### src/rtl/pmc_pkg.sv
// Package for the power mode controller: register map, fields, timing
package pmc_pkg;
    // Clock rate in kHz
    localparam int CLK_KHZ = 20000;
    // Wake-up times in ns
    localparam int WAKE_IDLE_NS = 14000;
    localparam int WAKE_STBY_NS = 151000;
    localparam int WAKE_COLD_NS = 1015000;
    // All three times round down to whole cycles, with no one-cycle minimum
    localparam int WAKE_IDLE_CYC = (WAKE_IDLE_NS * (CLK_KHZ / 1000)) / 1000;
    localparam int WAKE_STBY_CYC = (WAKE_STBY_NS * (CLK_KHZ / 1000)) / 1000;
    localparam int WAKE_COLD_CYC = (WAKE_COLD_NS * (CLK_KHZ / 1000)) / 1000;
    // Register byte offsets
    localparam logic [7:0] OFF_MODE = 8'h00;
    localparam logic [7:0] OFF_CLKSEL = 8'h04;
    localparam logic [7:0] OFF_STATUS = 8'h08;
    localparam logic [7:0] OFF_RSTCAUSE = 8'h0C;
    localparam logic [7:0] OFF_IRQSTAT = 8'h10;
    localparam logic [7:0] OFF_IRQMASK = 8'h14;
    localparam logic [7:0] OFF_WAKEPIN = 8'h18;
    // Reset values
    localparam logic [3:0] CLKSEL_RST = 4'h0;
    localparam logic [3:0] IRQMASK_RST = 4'h0;
    // Clock select field positions
    localparam int CS_FAST_RC = 0;
    localparam int CS_SLOW_XTAL = 1;
    localparam int CS_CLKOUT = 2;
    // Reset cause codes
    localparam logic [1:0] CAUSE_POR = 2'h0;
    localparam logic [1:0] CAUSE_PIN = 2'h1;
    localparam logic [1:0] CAUSE_WAKEPIN = 2'h2;
    // Event bits
    localparam int EV_WAKE = 0;
    localparam int EV_SLEEP = 1;
    localparam int EV_BOD = 2;
    localparam int EV_RESET = 3;
    // Mode request codes
    localparam logic [1:0] REQ_IDLE = 2'h1;
    localparam logic [1:0] REQ_STBY = 2'h2;
    localparam logic [1:0] REQ_SHUT = 2'h3;

    // Power states
    typedef enum logic [3:0] {
        ST_HELD = 4'b0000,
        ST_BOOT = 4'b0001,
        ST_ACTIVE = 4'b0010,
        ST_GATE = 4'b0011,
        ST_LATCH = 4'b0100,
        ST_PWRDN = 4'b0101,
        ST_IDLE = 4'b0110,
        ST_STBY = 4'b0111,
        ST_SHUT = 4'b1000,
        ST_WAKE = 4'b1001
    } pstate_e;

    // Clock gate bundle
    typedef struct packed {
        logic cpu;
        logic mem;
        logic periph;
        logic radio;
    } gates_s;

    // Wake-up sources
    typedef struct packed {
        logic irq;
        logic rtc;
        logic sensor;
    } wake_s;
endpackage

### src/rtl/power_mode_controller.sv
// Power mode, wake-up, I/O latch and clock source controller
`timescale 1ns/1ps
// Function
// - Active mode: CPU runs, any fast clock
// - Idle: peripheral clocks on, CPU/memory off
// - Any interrupt wakes idle to active
// - Standby wakes on pin, RTC, sensor only
// - Standby wake resumes; retention kept
// - Standby entry latches all I/O pins
// - Shutdown powers all off; I/O held
// - Shutdown wake pin change acts as reset
// - Reset cause register: wake pin, pin, POR
// - Shutdown keeps latched I/O state, wake pin enables and reset cause
// - Wake times 14, 151, 1015 microseconds
// - Reset pin always wakes; edges not held
// - Brown-out on, duty-cycled, off; POR on except while held in reset
// - Crystal doubled to 48 MHz fast clock
// - Slow RC used without slow crystal
// - Slow clock may drive a GPIO
// - Fast RC may clock the processor
module power_mode_controller #(
    parameter int NPIO = 8,
    parameter int WAKE_COLD = pmc_pkg::WAKE_COLD_CYC,
    parameter int BOD_PERIOD = 16
) (
    // Clock and reset
    input wire logic clk,
    input wire logic nrst,
    // AXI4-Lite slave
    input wire logic [7:0] s_axi_awaddr,
    input wire logic s_axi_awvalid,
    output logic s_axi_awready,
    input wire logic [31:0] s_axi_wdata,
    input wire logic [3:0] s_axi_wstrb,
    input wire logic s_axi_wvalid,
    output logic s_axi_wready,
    output logic [1:0] s_axi_bresp,
    output logic s_axi_bvalid,
    input wire logic s_axi_bready,
    input wire logic [7:0] s_axi_araddr,
    input wire logic s_axi_arvalid,
    output logic s_axi_arready,
    output logic [31:0] s_axi_rdata,
    output logic [1:0] s_axi_rresp,
    output logic s_axi_rvalid,
    input wire logic s_axi_rready,
    // Wake sources and pins
    input wire logic irqEvent,
    input wire logic rtcEvent,
    input wire logic sensorEvent,
    input wire logic resetPin_n,
    input wire logic [NPIO-1:0] pinIn,
    input wire logic slowClkIn,
    // Pin drive from the I/O controller
    input wire logic [NPIO-1:0] pioOut,
    // Held pin levels and clock-out
    output logic [NPIO-1:0] pinOut,
    output logic pioLatched,
    output logic clkOutPin,
    // Clock gates and power
    output pmc_pkg::gates_s gates,
    output logic alwaysOnPower,
    output logic sensorPower,
    output logic cpuReset,
    output logic bodEnable,
    output logic porEnable,
    output logic fastRcSel,
    output logic slowRcSel,
    output logic pllDouble,
    // Interrupt
    output logic irq
);
    // Synchronised pin inputs (first stage read only by second)
    logic [NPIO+5:0] syncA, syncB;
    logic [NPIO-1:0] pinPrev;
    logic rstPinS, irqS, rtcS, sensS, slowS;
    // Control and state
    pmc_pkg::pstate_e state, next_state;
    logic [19:0] cnt;
    logic [1:0] modeReq, cause;
    logic [3:0] clkSel, irqStat, irqMask;
    logic [NPIO-1:0] wakePinEn;
    logic [7:0] bodCnt;
    // Bus handshake state
    logic awHeld, wHeld;
    logic [7:0] awAddr;
    logic [31:0] wData;

    always_ff @(posedge clk) begin
        syncA <= {slowClkIn, sensorEvent, rtcEvent, irqEvent, resetPin_n,
                  1'b0, pinIn};
        syncB <= syncA;
    end
    assign rstPinS = syncB[NPIO+1];
    assign irqS = syncB[NPIO+2];
    assign rtcS = syncB[NPIO+3];
    assign sensS = syncB[NPIO+4];
    assign slowS = syncB[NPIO+5];

    // Decoded wake conditions
    wire pinChange = |((syncB[NPIO-1:0] ^ pinPrev) & wakePinEn);
    wire pinHeld = ~rstPinS;
    wire doWrite = awHeld && wHeld && !s_axi_bvalid;
    wire doRead = s_axi_arvalid && !s_axi_rvalid;
    wire wrMode = doWrite && awAddr == pmc_pkg::OFF_MODE && wData[1:0] != 0;
    wire cntDone = cnt == 20'h0_0000;
    // Standby wakes only on pin, RTC or sensor events
    wire stbyWake = pinChange | rtcS | sensS;
    wire coldWake = pinChange;

    // Power state machine
    always_comb begin
        next_state = state;
        unique case (state)
            pmc_pkg::ST_HELD:
                if (!pinHeld) next_state = pmc_pkg::ST_BOOT;
            pmc_pkg::ST_BOOT:
                if (cntDone) next_state = pmc_pkg::ST_ACTIVE;
            pmc_pkg::ST_ACTIVE:
                if (modeReq != 2'h0) next_state = pmc_pkg::ST_GATE;
            pmc_pkg::ST_GATE:
                next_state = modeReq == pmc_pkg::REQ_IDLE ?
                    pmc_pkg::ST_IDLE : pmc_pkg::ST_LATCH;
            pmc_pkg::ST_LATCH:
                next_state = pmc_pkg::ST_PWRDN;
            pmc_pkg::ST_PWRDN:
                next_state = modeReq == pmc_pkg::REQ_SHUT ?
                    pmc_pkg::ST_SHUT : pmc_pkg::ST_STBY;
            pmc_pkg::ST_IDLE:
                if (irqS) next_state = pmc_pkg::ST_WAKE;
            pmc_pkg::ST_STBY:
                if (stbyWake) next_state = pmc_pkg::ST_WAKE;
            pmc_pkg::ST_SHUT:
                if (coldWake) next_state = pmc_pkg::ST_BOOT;
            pmc_pkg::ST_WAKE:
                if (cntDone) next_state = pmc_pkg::ST_ACTIVE;
            default:
                next_state = pmc_pkg::ST_HELD;
        endcase
        // Reset pin wins in every state
        if (pinHeld) next_state = pmc_pkg::ST_HELD;
    end

    // State, wake timer and reset cause
    always_ff @(posedge clk) begin
        if (!nrst) begin
            state <= pmc_pkg::ST_HELD;
            cnt <= 20'h0_0000;
            cause <= pmc_pkg::CAUSE_POR;
            pinPrev <= '0;
        end else begin
            state <= next_state;
            pinPrev <= syncB[NPIO-1:0];
            // Load the wake time for the mode being left
            if (next_state == pmc_pkg::ST_BOOT && state != pmc_pkg::ST_BOOT)
                cnt <= 20'(WAKE_COLD - 1);
            else if (next_state == pmc_pkg::ST_WAKE &&
                     state == pmc_pkg::ST_IDLE)
                cnt <= 20'(pmc_pkg::WAKE_IDLE_CYC - 1);
            else if (next_state == pmc_pkg::ST_WAKE &&
                     state == pmc_pkg::ST_STBY)
                cnt <= 20'(pmc_pkg::WAKE_STBY_CYC - 1);
            else if (!cntDone)
                cnt <= cnt - 20'h0_0001;
            // Cause of the cold boot
            if (state == pmc_pkg::ST_SHUT && next_state == pmc_pkg::ST_BOOT)
                cause <= pmc_pkg::CAUSE_WAKEPIN;
            else if (next_state == pmc_pkg::ST_HELD &&
                     state != pmc_pkg::ST_HELD)
                cause <= pmc_pkg::CAUSE_PIN;
        end
    end

    // Registers lost in shutdown and on reset, I/O latch kept in shutdown
    wire coldReset = !nrst || state == pmc_pkg::ST_SHUT ||
                     state == pmc_pkg::ST_HELD;
    wire [3:0] events = {state == pmc_pkg::ST_BOOT && cntDone,
                         bodEnable && bodCnt == 8'h00,
                         next_state == pmc_pkg::ST_GATE,
                         state == pmc_pkg::ST_WAKE && cntDone};
    wire readStat = doRead && s_axi_araddr == pmc_pkg::OFF_IRQSTAT;

    always_ff @(posedge clk) begin
        if (coldReset) begin
            modeReq <= 2'h0;
            clkSel <= pmc_pkg::CLKSEL_RST;
            irqMask <= pmc_pkg::IRQMASK_RST;
            irqStat <= 4'h0;
        end else begin
            if (wrMode && state == pmc_pkg::ST_ACTIVE)
                modeReq <= wData[1:0];
            else if (state == pmc_pkg::ST_WAKE)
                modeReq <= 2'h0;
            if (doWrite && awAddr == pmc_pkg::OFF_CLKSEL)
                clkSel <= wData[3:0];
            if (doWrite && awAddr == pmc_pkg::OFF_IRQMASK)
                irqMask <= wData[3:0];
            // Set wins over the clear-on-read
            irqStat <= (readStat ? 4'h0 : irqStat) | events;
        end
    end

    // Wake pin enables ride through shutdown with the latched I/O;
    // clearing them there would leave only the reset pin to exit shutdown
    always_ff @(posedge clk) begin
        if (!nrst || state == pmc_pkg::ST_HELD)
            wakePinEn <= '0;
        else if (doWrite && awAddr == pmc_pkg::OFF_WAKEPIN)
            wakePinEn <= wData[NPIO-1:0];
    end

    // Brown-out sampling: duty cycled in standby
    always_ff @(posedge clk) begin
        if (!nrst) bodCnt <= 8'h00;
        else bodCnt <= bodCnt == 8'(BOD_PERIOD - 1) ? 8'h00 : bodCnt + 8'h01;
    end

    // Outputs per state, all registered
    always_ff @(posedge clk) begin
        if (!nrst) begin
            gates <= '0;
            alwaysOnPower <= 1'b1;
            sensorPower <= 1'b1;
            cpuReset <= 1'b1;
            bodEnable <= 1'b0;
            porEnable <= 1'b1;
            pioLatched <= 1'b0;
            pinOut <= '0;
            fastRcSel <= 1'b0;
            slowRcSel <= 1'b1;
            pllDouble <= 1'b1;
            clkOutPin <= 1'b0;
            irq <= 1'b0;
        end else begin
            // Active: all; idle: peripherals and radio only
            gates.cpu <= next_state == pmc_pkg::ST_ACTIVE;
            gates.mem <= next_state == pmc_pkg::ST_ACTIVE;
            gates.periph <= next_state == pmc_pkg::ST_ACTIVE ||
                            next_state == pmc_pkg::ST_IDLE;
            gates.radio <= next_state == pmc_pkg::ST_ACTIVE ||
                           next_state == pmc_pkg::ST_IDLE;
            alwaysOnPower <= next_state != pmc_pkg::ST_SHUT &&
                             next_state != pmc_pkg::ST_HELD;
            sensorPower <= next_state != pmc_pkg::ST_SHUT &&
                           next_state != pmc_pkg::ST_HELD;
            cpuReset <= next_state == pmc_pkg::ST_HELD ||
                        next_state == pmc_pkg::ST_BOOT ||
                        next_state == pmc_pkg::ST_SHUT;
            // Brown-out continuous awake, strobed in standby
            bodEnable <= next_state == pmc_pkg::ST_ACTIVE ||
                         next_state == pmc_pkg::ST_IDLE ||
                         (next_state == pmc_pkg::ST_STBY &&
                          bodCnt == 8'h00);
            porEnable <= next_state != pmc_pkg::ST_HELD;
            // Latch I/O from latch step until back in active or held
            if (next_state == pmc_pkg::ST_LATCH)
                pinOut <= pioOut;
            else if (!pioLatched)
                pinOut <= pioOut;
            pioLatched <= next_state == pmc_pkg::ST_LATCH ||
                          (pioLatched && next_state != pmc_pkg::ST_ACTIVE &&
                           next_state != pmc_pkg::ST_HELD);
            fastRcSel <= clkSel[pmc_pkg::CS_FAST_RC];
            slowRcSel <= !clkSel[pmc_pkg::CS_SLOW_XTAL];
            pllDouble <= !clkSel[pmc_pkg::CS_FAST_RC];
            clkOutPin <= clkSel[pmc_pkg::CS_CLKOUT] & slowS;
            irq <= |(irqStat & irqMask);
        end
    end

    // AXI4-Lite write channel: address and data in either order
    // Ready flags are registered copies of the next handshake state, so
    // they drop right after a taken beat and never glitch on the pins
    wire awTake = s_axi_awvalid && s_axi_awready;
    wire wTake = s_axi_wvalid && s_axi_wready;
    wire next_awHeld = !doWrite && (awHeld || awTake);
    wire next_wHeld = !doWrite && (wHeld || wTake);
    wire next_bvalid = doWrite || (s_axi_bvalid && !s_axi_bready);
    always_ff @(posedge clk) begin
        if (!nrst) begin
            awHeld <= 1'b0;
            wHeld <= 1'b0;
            awAddr <= 8'h00;
            wData <= 32'h0000_0000;
            s_axi_bvalid <= 1'b0;
            s_axi_awready <= 1'b1;
            s_axi_wready <= 1'b1;
        end else begin
            // Capture each beat as it is taken
            if (awTake)
                awAddr <= s_axi_awaddr;
            if (wTake)
                wData <= s_axi_wdata;
            awHeld <= next_awHeld;
            wHeld <= next_wHeld;
            // Response stands until the master takes it
            s_axi_bvalid <= next_bvalid;
            s_axi_awready <= !next_awHeld && !next_bvalid;
            s_axi_wready <= !next_wHeld && !next_bvalid;
        end
    end
    // Writes always complete; unused offsets are simply ignored
    assign s_axi_bresp = 2'h0;

    // Read decode
    wire [31:0] rdMux =
        s_axi_araddr == pmc_pkg::OFF_MODE ? {30'h0, modeReq} :
        s_axi_araddr == pmc_pkg::OFF_CLKSEL ? {28'h0, clkSel} :
        s_axi_araddr == pmc_pkg::OFF_STATUS ? {28'h0, state} :
        s_axi_araddr == pmc_pkg::OFF_RSTCAUSE ? {30'h0, cause} :
        s_axi_araddr == pmc_pkg::OFF_IRQSTAT ? {28'h0, irqStat} :
        s_axi_araddr == pmc_pkg::OFF_IRQMASK ? {28'h0, irqMask} :
        s_axi_araddr == pmc_pkg::OFF_WAKEPIN ? 32'(wakePinEn) :
        32'h0000_0000;

    // AXI4-Lite read channel; arready is held low while data waits
    wire next_rvalid = doRead || (s_axi_rvalid && !s_axi_rready);
    always_ff @(posedge clk) begin
        if (!nrst) begin
            s_axi_rvalid <= 1'b0;
            s_axi_rdata <= 32'h0000_0000;
            s_axi_arready <= 1'b1;
        end else begin
            s_axi_rvalid <= next_rvalid;
            s_axi_arready <= !next_rvalid;
            // Data is captured once and stands until taken
            if (doRead)
                s_axi_rdata <= rdMux;
        end
    end
    // Reads always succeed; unused offsets read as zero
    assign s_axi_rresp = 2'h0;
endmodule

### config.mk
export PLATFORM = sky130hd
export DESIGN_NAME = power_mode_controller
export DESIGN_NICKNAME = d
export VERILOG_FILES = /design/src/rtl/pmc_pkg.sv /design/src/rtl/power_mode_controller.sv
export SDC_FILE = /design/constraint.sdc
export NUM_CORES = 1
export LEC_CHECK = 0
export ABC_CLOCK_PERIOD_IN_PS = 2500
export BUFFER_PORTS_ARGS = -buffer_cell sky130_fd_sc_hd__buf_4
export CORE_AREA = 2 2 144 146
export CTS_CLUSTER_SIZE = 12
export DETAILED_ROUTE_END_ITERATION = 12
export DIE_AREA = 0 0 146 148
export SYNTH_ARGS = -nofsm -noshare
export SYNTH_HDL_FRONTEND = slang
export SYNTH_SLANG_ARGS = --single-unit
### constraint.sdc
create_clock -name clk -period 2.5 [get_ports clk]
set_input_delay 0.625 -clock clk [delete_from_list [all_inputs] [get_ports clk]]
set_output_delay 0.625 -clock clk [all_outputs]
set_load 0.05 [all_outputs]
After elaboration in Yosys (flattened, before gate mapping)
Index checks and enable logic that the tools add are counted.
{ "totals": {"reg_bits": 165, "input_bits": 80, "output_inout_bits": 64, "elab_cells": 186} }
{ "classes": {"addsub": 2, "eq_ne": 36, "n_mux": 27, "bitwise": 8, "reduce_logical": 74} }
{ "ops": {"columns": ["operator", "n"], "rows": [
  ["8-bit 2-to-1 mux", 9],
  ["15-bit 2-to-1 mux", 4],
  ["8-bit by 5-bit == test with 1-bit output (second input constant)", 5],
  ["4-bit one-hot mux with 9 select lines", 1],
  ["4-bit 2-to-1 mux", 8],
  ["1-bit logical AND", 30],
  ["4-bit by 3-bit == test with 1-bit output (second input constant)", 7],
  ["8-bit by 4-bit == test with 1-bit output (second input constant)", 3],
  ["8-bit logical NOT", 3],
  ["20-bit logical NOT", 1],
  ["20-bit by 1-bit subtractor with 20-bit output (second input constant)", 1],
  ["4-bit by 2-bit == test with 1-bit output (second input constant)", 4],
  ["4-bit == test (second input constant)", 4],
  ["8-bit by 3-bit == test with 1-bit output (second input constant)", 2],
  ["1-bit logical NOT", 12],
  ["1-bit logical OR", 12],
  ["2-bit 2-to-1 mux", 5],
  ["8-bit by 1-bit adder with 8-bit output (second input constant)", 1],
  ["8-bit AND", 1],
  ["4-bit by 1-bit == test with 1-bit output (second input constant)", 2],
  ["4-bit logical NOT", 2],
  ["4-bit by 1-bit inequality test with 1-bit output (second input constant)", 2],
  ["2-bit nonzero test", 4],
  ["4-bit nonzero test", 2],
  ["16 further kinds", 22]
]} }

Longest topological paths before layout
Gate-level depths: netlist (run 1).
{ "depth": {"ltp_word": 13, "mapped_depth": 10, "ltp_nobuf": 9} }

Worst setup path before layout (run 1)
OpenSTA, ideal clock, no wires.
{ "synth_timing": {"path_kind": "register to register", "startpoint": "reg cnt[0]", "endpoint": "reg cnt[2]", "setup_ns": 0.116, "arrival_time_ns": 2.012, "required_time_ns": 2.384, "path_slack_ns": 0.372, "path_stages_with_launch": 11, "path_buffers": 1, "synth_period_minus_slack_ns": 2.128, "path_cell_list": "dfxtp_1 inv_1 ha_1 nor4b_2 nand4_2 nand2_1 o221ai_2 a211oi_2 and4_4 buf_6 and3b_1"} }
{ "synth_via": {"elab_chain_cells": 8, "word_cells_on_any_way": 15, "classes_between": "add/sub: 1; eq/ne: 3; mux: 6; reduce/logical: 5"} }
{ "synth_rtl": {"columns": ["item", "line", "rtl"], "rows": [
  ["start: declaration", "power_mode_controller.sv:79", "logic [19:0] cnt;"],
  ["start signal: assignment", "power_mode_controller.sv:156", "cnt <= 20'(WAKE_COLD - 1);"],
  ["start signal: assignment", "power_mode_controller.sv:159", "cnt <= 20'(pmc_pkg::WAKE_IDLE_CYC - 1);"],
  ["start signal: assignment", "power_mode_controller.sv:162", "cnt <= 20'(pmc_pkg::WAKE_STBY_CYC - 1);"],
  ["20-bit logical NOT", "power_mode_controller.sv:106", "wire cntDone = cnt == 20'h0_0000;"],
  ["4-bit 2-to-1 mux", "power_mode_controller.sv:118, power_mode_controller.sv:136", null],
  ["4-bit one-hot mux with 9 select lines", "power_mode_controller.sv:114", "unique case (state)"],
  ["4-bit 2-to-1 mux", "power_mode_controller.sv:141", "if (pinHeld) next_state = pmc_pkg::ST_HELD;"],
  ["4-bit == test", "power_mode_controller.sv:157, power_mode_controller.sv:160", null],
  ["1-bit logical AND", "power_mode_controller.sv:160", "else if (next_state == pmc_pkg::ST_WAKE &&"],
  ["15-bit 2-to-1 mux", "power_mode_controller.sv:160", null],
  ["15-bit 2-to-1 mux", "power_mode_controller.sv:157", "else if (next_state == pmc_pkg::ST_WAKE &&"]
]} }
Several ways; a longest one is shown, not always the timed one. The select of a mux whose other input is x is not followed.
A chain may end at the register's enable or synchronous reset.

Worst setup path in the final report (run 1)
{ "layout_timing": {"startpoint": "reg pinPrev[7]", "endpoint": "reg cnt[7]"} }
{ "layout_via": {"elab_chain_cells": 11, "word_cells_on_any_way": 17, "classes_between": "eq/ne: 3; mux: 5; bitwise: 4; reduce/logical: 5"} }
{ "layout_rtl": {"columns": ["item", "line", "rtl"], "rows": [
  ["start: declaration", "power_mode_controller.sv:75", "logic [NPIO-1:0] pinPrev;"],
  ["start signal: assignment", "power_mode_controller.sv:153", "pinPrev <= syncB[NPIO-1:0];"],
  ["8-bit bitwise XOR *", "power_mode_controller.sv:101", "wire pinChange = |((syncB[NPIO-1:0] ^ pinPrev) & wakePinEn);"],
  ["8-bit AND *", "power_mode_controller.sv:101", null],
  ["8-bit OR reduction *", "power_mode_controller.sv:101", null],
  ["1-bit bitwise OR (2 in a row)", "power_mode_controller.sv:108", "wire stbyWake = pinChange | rtcS | sensS;"],
  ["4-bit 2-to-1 mux", "power_mode_controller.sv:132", "if (stbyWake) next_state = pmc_pkg::ST_WAKE;"],
  ["4-bit one-hot mux with 9 select lines *", "power_mode_controller.sv:114", null],
  ["4-bit 2-to-1 mux *", "power_mode_controller.sv:141", null],
  ["4-bit == test / 4-bit by 1-bit == test with 1-bit output (equally long branches)", "power_mode_controller.sv:157, power_mode_controller.sv:160, power_mode_controller.sv:155", null],
  ["1-bit logical AND, on equally long branches", "power_mode_controller.sv:160, power_mode_controller.sv:155, power_mode_controller.sv:157", null],
  ["2-bit by 1-bit inequality test with 1-bit output (no source line), or another cell as far along", null, null]
]} }
Every way passes the cells marked *; elsewhere a longest branch is shown, timed or not.

==> results.json, run 1 <==
{
  "status": "completed",
  "tightest_slew_ns": 0.653,
  "antenna_cells": 0,
  "seq_area_um2": 2820,
  "ys_warn_count": 0,
  "die_h_um": 148,
  "hold_buffers": 0,
  "ant_nets": 0,
  "fin_tns_setup_ns": 0,
  "port_buffers": 87,
  "io_pins": 144,
  "syn_to_final_growth_pct": 26.0,
  "clkSinkCount": 141,
  "antenna_found_initial": 0,
  "maxCapViolations": 0,
  "crit_arrival_ns": 2.56,
  "setup_violations": 0,
  "worstHoldPathType": "in2reg",
  "ctsResizeCount": 0,
  "final_cell_mix": "dfxtp_1, buf_4, nand2_1",
  "gp_congestion": 0.799,
  "synthFlopType": "dfxtp_1",
  "slew_viol_final": 0,
  "fin_crit_sh_pct": 91.3,
  "fin_ws_ns": 0.217,
  "worstPathMaxFanout": 9,
  "cts_htree_levels": 4,
  "cts_root_buffer": "clkbuf_16",
  "multi_input_area_um2": 2820,
  "rsz0062_at_grt": "false",
  "setup.worst_path.class": "reg2reg",
  "drt-total-wl_um": 13500,
  "dp_hpwl_um": 9870,
  "pre_cts_ws_ns": 0.239,
  "vias": 4617,
  "drtPass1Iterations": 4,
  "fillerInstances": 2085,
  "clk_pin_slew_ns": 0.06,
  "p_leak_nw": 3.13,
  "die_area_um2": 21600,
  "fmax_mhz": 438,
  "drc_errors": 0,
  "grt_remaining_overflow": 0,
  "cts_tree": "built",
  "layout.cells.most_common": "dfxtp_1",
  "netlist_instances": 643,
  "insertion_delay_ns": 0.42,
  "power_density_nw_per_um2": 774,
  "cts_setup_buffers": 0,
  "drive_above_1_share_pct": 22.0,
  "grt_max_degree": 37,
  "die_w_um": 146,
  "slew_headroom_pct": 56.2,
  "synthArstFlopShare_pct": 0,
  "syn-cell-area_um2": 5930,
  "track_usage_pct": 12.8,
  "ys_types": 73,
  "peakVddDrop_mv": 0.515,
  "clock_path_buffers": 2,
  "viasPerCell": 4.49,
  "grt_pass1_wl_um": 21900,
  "fin_nets": 829,
  "endpoint_kind": "flop",
  "coreArea_um2": 20000,
  "synth_edf_count": 0,
  "fin_skew_ns": 0.0113,
  "drt_iter0_markers": 240,
  "grt_pass1_vias": 4302,
  "worst_ep_required_time_ns": 2.78,
  "ys_seq_area_share_pct": 47.6,
  "rows": 52,
  "min_period_ns": 2.28,
  "hold_violations": 0,
  "synth_seq_cells": 141,
  "initial_utilization_pct": 29.6,
  "postSynthAreaPerCell_um2": 9.23,
  "numCtsBuffers": 17,
  "wl_per_cell_um": 13.1,
  "startpoint_type": "flop"
}
## final timing paths
path,startpoint,end,slack [ns],cells after the start
max reg2reg,pinPrev[7],cnt[7],0.22,8
min reg2reg,syncA[6],syncB[6],0.33,0
min,pinIn[2],syncA[2],0.30,1
max,pinPrev[7],cnt[7],0.22,8
## power breakdown
group	switching (W)	internal (W)
logic	0.000474	0.000329
clock network	0.00102	0.00148
registers	0.000107	0.00238
total	0.00160	0.00418
## per-layer routing
metal / global-route usage (%) / share of wire, %
met1: 16.8 / 48
met5: 0 / 0
met4: 5.78 / 1.6
met3: 2.96 / 3.8
met2: 20.1 / 47
## cell usage after synthesis, types with 2 or more instances
cell type | count | area share (%)
a211oi_1 | 4 | 0.51
a21boi_0 | 23 | 2.9
a21oi_1 | 13 | 1.1
a221oi_1 | 3 | 0.44
a22o_1 | 3 | 0.44
a22oi_1 | 12 | 1.5
a2bb2oi_1 | 2 | 0.30
a31oi_1 | 2 | 0.21
and2_1 | 14 | 1.5
and3_1 | 3 | 0.32
and3b_1 | 2 | 0.30
buf_2 | 5 | 0.42
buf_4 | 32 | 4.0
clkbuf_1 | 16 | 1.0
dfxtp_1 | 141 | 48
ha_1 | 3 | 0.63
inv_1 | 15 | 0.95
mux2i_1 | 27 | 4.6
nand2_1 | 74 | 4.7
nand2b_1 | 4 | 0.42
nand3_1 | 22 | 1.9
nand3b_1 | 6 | 0.76
nand4_1 | 4 | 0.42
nand4_2 | 2 | 0.42
nor2_1 | 60 | 3.8
nor2b_1 | 17 | 1.8
nor3_1 | 20 | 1.7
nor3_2 | 2 | 0.34
nor4_1 | 4 | 0.42
nor4_2 | 2 | 0.42
o21a_1 | 7 | 0.89
o21ai_0 | 18 | 1.5
o21ai_1 | 3 | 0.25
o2bb2ai_1 | 3 | 0.44
o31ai_1 | 3 | 0.38
or2_2 | 5 | 0.53
or3_1 | 5 | 0.53
xnor2_1 | 11 | 1.6
xor2_1 | 17 | 2.5
## critical path, stage by stage (launching register included)
cell and delay [ns]:
dfxtp_1 0.31, xor2_1 0.15, a22oi_1 0.22, nand4_2 0.26, o31a_1 0.38, a211oi_2 0.26, and4_4 0.35, buf_4 0.16
a211oi_1 0.04
## logic make-up (layout without fill, tap and decap cells)
family / after synthesis / in the layout / share of synthesized area, %
and+or+nand+nor: 264 / 264 / 23.3
adders and majority gates: 3 / 3 / 0.633
AOI/OAI and AO/OA: 108 / 108 / 12.9
muxes: 28 / 28 / 4.74
xor gates and xnor gates: 28 / 28 / 4.13
DFF: 141 / 141 / 47.6
other: 1 / 28 / 0.0632
buffers and inverters: 70 / 159 / 6.68
## area by class of cell
type / instances / area share (%)
inverters: 15 / 0.753
multi-input cells: 459 / 37.7
well taps: 270 / 4.52
clock inverters: 11 / 1.59
repair buffers: 112 / 11.4
clock buffers: 21 / 6.29
flip-flops and latches: 141 / 37.8
## sequential cells by signal, indices dropped and copies added, names as in the netlist, 2 cells and up
signal	count
cnt	20
syncA	13
syncB	13
awAddr	8
bodCnt	8
pinOut	8
pinPrev	8
s_axi_rdata	8
wData	8
wakePinEn	8
clkSel	4
irqMask	4
irqStat	4
state	4
cause	2
gates	2
modeReq	2
## stage by stage
step / area [µm²] / hold WS (ns) / util, % / cells / total power (W)
finish: 7470 / 0.301 / 37.3 / 1029 / 0.00579
global placement: 6890 / 0.311 / 34.4 / 997 / 0.00333
global route: 7470 / 0.282 / 37.3 / 1029 / 0.00604
floorplan: 6030 / 0.310 / - / 670 / 0.00314
detailed placement: 6890 / 0.312 / 34.4 / 997 / 0.00334
CTS: 7470 / 0.284 / 37.3 / 1029 / 0.00585
Power figures use the tool's default switching activity.
==> run 2: changes to the inputs <==
ABC_AREA = 0   (was not set)
SETUP_SLACK_MARGIN = 0.3   (was not set)
==> run 2 against run 1 <==
Compared with the run above:
- clock skew barely moved
- core utilization is 1.5 points higher
- global-route usage up 0.19 points
- clock-buffer cell count did not move
- critical endpoint is now cnt[5]
==> results.json, run 2 (synthesis results as in run 1) <==
{
  "critPathSlowestCell": "and4_4",
  "dp_hpwl_um": 9870,
  "clkSinkCount": 141,
  "regMostFlops": "cnt",
  "worst_ep_required_time_ns": 2.81,
  "cts_tree": "built",
  "grt_max_degree": 37,
  "port_buffers": 87,
  "peakVddDrop_mv": 0.515,
  "tightest_slew_ns": 0.649,
  "cts_root_buffer": "clkbuf_16",
  "drive_above_1_share_pct": 26.8,
  "dpl.cell_count": 997,
  "crit_arrival_ns": 2.50,
  "layout.cells.most_common": "dfxtp_1",
  "worstPathMaxFanout": 6,
  "fin_crit_sh_pct": 87.4,
  "drc_errors": 0,
  "fin_nets": 843,
  "initial_utilization_pct": 29.6,
  "cp_num_buf_inv": 1,
  "insertion_delay_ns": 0.42,
  "top_regs": "cnt: 20 flops, syncA: 13 flops, syncB: 13 flops",
  "maxCapViolations": 0,
  "critPathMaxStageDelay_ns": 0.35,
  "fmax_mhz": 457,
  "track_usage_pct": 13.0,
  "die_area_um2": 21600,
  "largest_reg_flops": 20,
  "die_h_um": 148,
  "fin_skew_ns": 0.0112,
  "final_cell_mix": "dfxtp_1, buf_4, nand2_1",
  "gp_congestion": 0.799,
  "clk_pin_slew_ns": 0.06,
  "slew_headroom_pct": 56.4,
  "drt_iter0_markers": 257,
  "drt-total-wl_um": 14200,
  "min_period_ns": 2.19,
  "startpoint_type": "flop",
  "fin_area_um2": 7770,
  "pre_cts_ws_ns": 0.239,
  "slew_viol_final": 0,
  "worstHoldPathType": "in2reg",
  "setup_violations": 0,
  "viasPerCell": 4.52,
  "power_density_nw_per_um2": 758,
  "coreArea_um2": 20000,
  "drtPass1Iterations": 5,
  "holdWs_ns": 0.297,
  "rsz0062_at_grt": "true",
  "numCtsBuffers": 17,
  "setup.worst_path.class": "reg2reg",
  "syn_to_final_growth_pct": 31.0,
  "placed_cell_area_um2": 6890,
  "fin_cells": 1043,
  "grt_remaining_overflow": 0,
  "clock_path_buffers": 2,
  "hold_violations": 0,
  "io_pins": 144,
  "fin_tns_setup_ns": 0,
  "die_w_um": 146,
  "antenna_found_initial": 0,
  "wl_per_cell_um": 13.6,
  "endpoint_kind": "flop",
  "vias": 4714,
  "cts_htree_levels": 4,
  "antenna_cells": 0,
  "grt_pass1_wl_um": 22200,
  "grt_pass1_vias": 4362,
  "rows": 52,
  "path_delay_family": "compound AO/OA/AOI/OAI gates",
  "fin_ws_ns": 0.314,
  "p_leak_nw": 3.24,
  "worstPathCellList": "xor2_1 -> a22oi_2 -> nand4_4 -> o31a_1 -> a211oi_2 -> and4_4 -> clkbuf_16 -> nor3_1",
  "status": "completed",
  "ant_nets": 0
}
run 2: cell types whose count changed in the layout (fill, tap and decap cells not counted), moves of 2 or more:
| cell | delta |
|---|---|
| a22oi_1 | -4 |
| a22oi_2 | +4 |
| buf_4 | +10 |
| buf_6 | +2 |
| dfxtp_1 | -7 |
| dfxtp_2 | +7 |
| inv_1 | -2 |
| inv_2 | +2 |
| nand4_2 | -2 |
| nand4_4 | +2 |
| nor3_1 | -2 |
| or2_4 | +2 |
run 2: path summary, 6_finish.rpt:
path                            cells after the start        to  slack, ns     start
worst max-delay path                                8    cnt[5]       0.31  syncB[2]
worst min-delay path                                1  syncA[2]       0.30  pinIn[2]
worst min register to register                      0  syncB[6]       0.33  syncA[6]
worst max register to register                      8    cnt[5]       0.31  syncB[2]
run 2: cell type report:
type                    count  area, µm²
fillers                  2050      12300
clock buffers              21        470
repair buffers            125        976
inverters                  15       56.3
flip-flops and latches    141       2830
well taps                 270        338
multi-input cells         460       2980
clock inverters            11        119
run 2: worst register-to-register path, stage by stage (launching register included):
cell	delay (ns)
dfxtp_2	0.32
xor2_1	0.17
a22oi_2	0.23
nand4_4	0.17
o31a_1	0.32
a211oi_2	0.30
and4_4	0.35
clkbuf_16	0.16
nor3_1	0.04
run 2: timing repair:
| action | in CTS | in global routing |
|---|---|---|
| pin swaps | 5 | 13 |
| hold buffers | 0 | 0 |
| resized for setup | 5 | 34 |
| gates cloned | 1 | 1 |
| setup buffers | 4 | 8 |
| endpoints found under the setup margin | 16 | 25 |
run 2: layer usage:
metal	global-route usage, %	up-vias	wire length [µm]
li1	-	2420	-
met1	16.9	2168	6500
met2	20.6	106	6840
met3	2.99	20	568
met4	5.78	0	278
met5	0	-	0
run 2: metrics by stage:
stage | power [W] | utilization, %
final | 0.00589 | 38.8
after global routing | 0.00614 | 38.8
after CTS | 0.00586 | 37.6
after detailed placement | 0.00334 | 34.4
after global placement | 0.00333 | 34.4
after floorplan | 0.00314 | -
run 2: power breakdown:
group / total (W) / switching (W) / internal (W)
sequential: 0.00250 / 0.000122 / 0.00238
clock: 0.00251 / 0.00103 / 0.00148
combinational: 0.000883 / 0.000504 / 0.000378
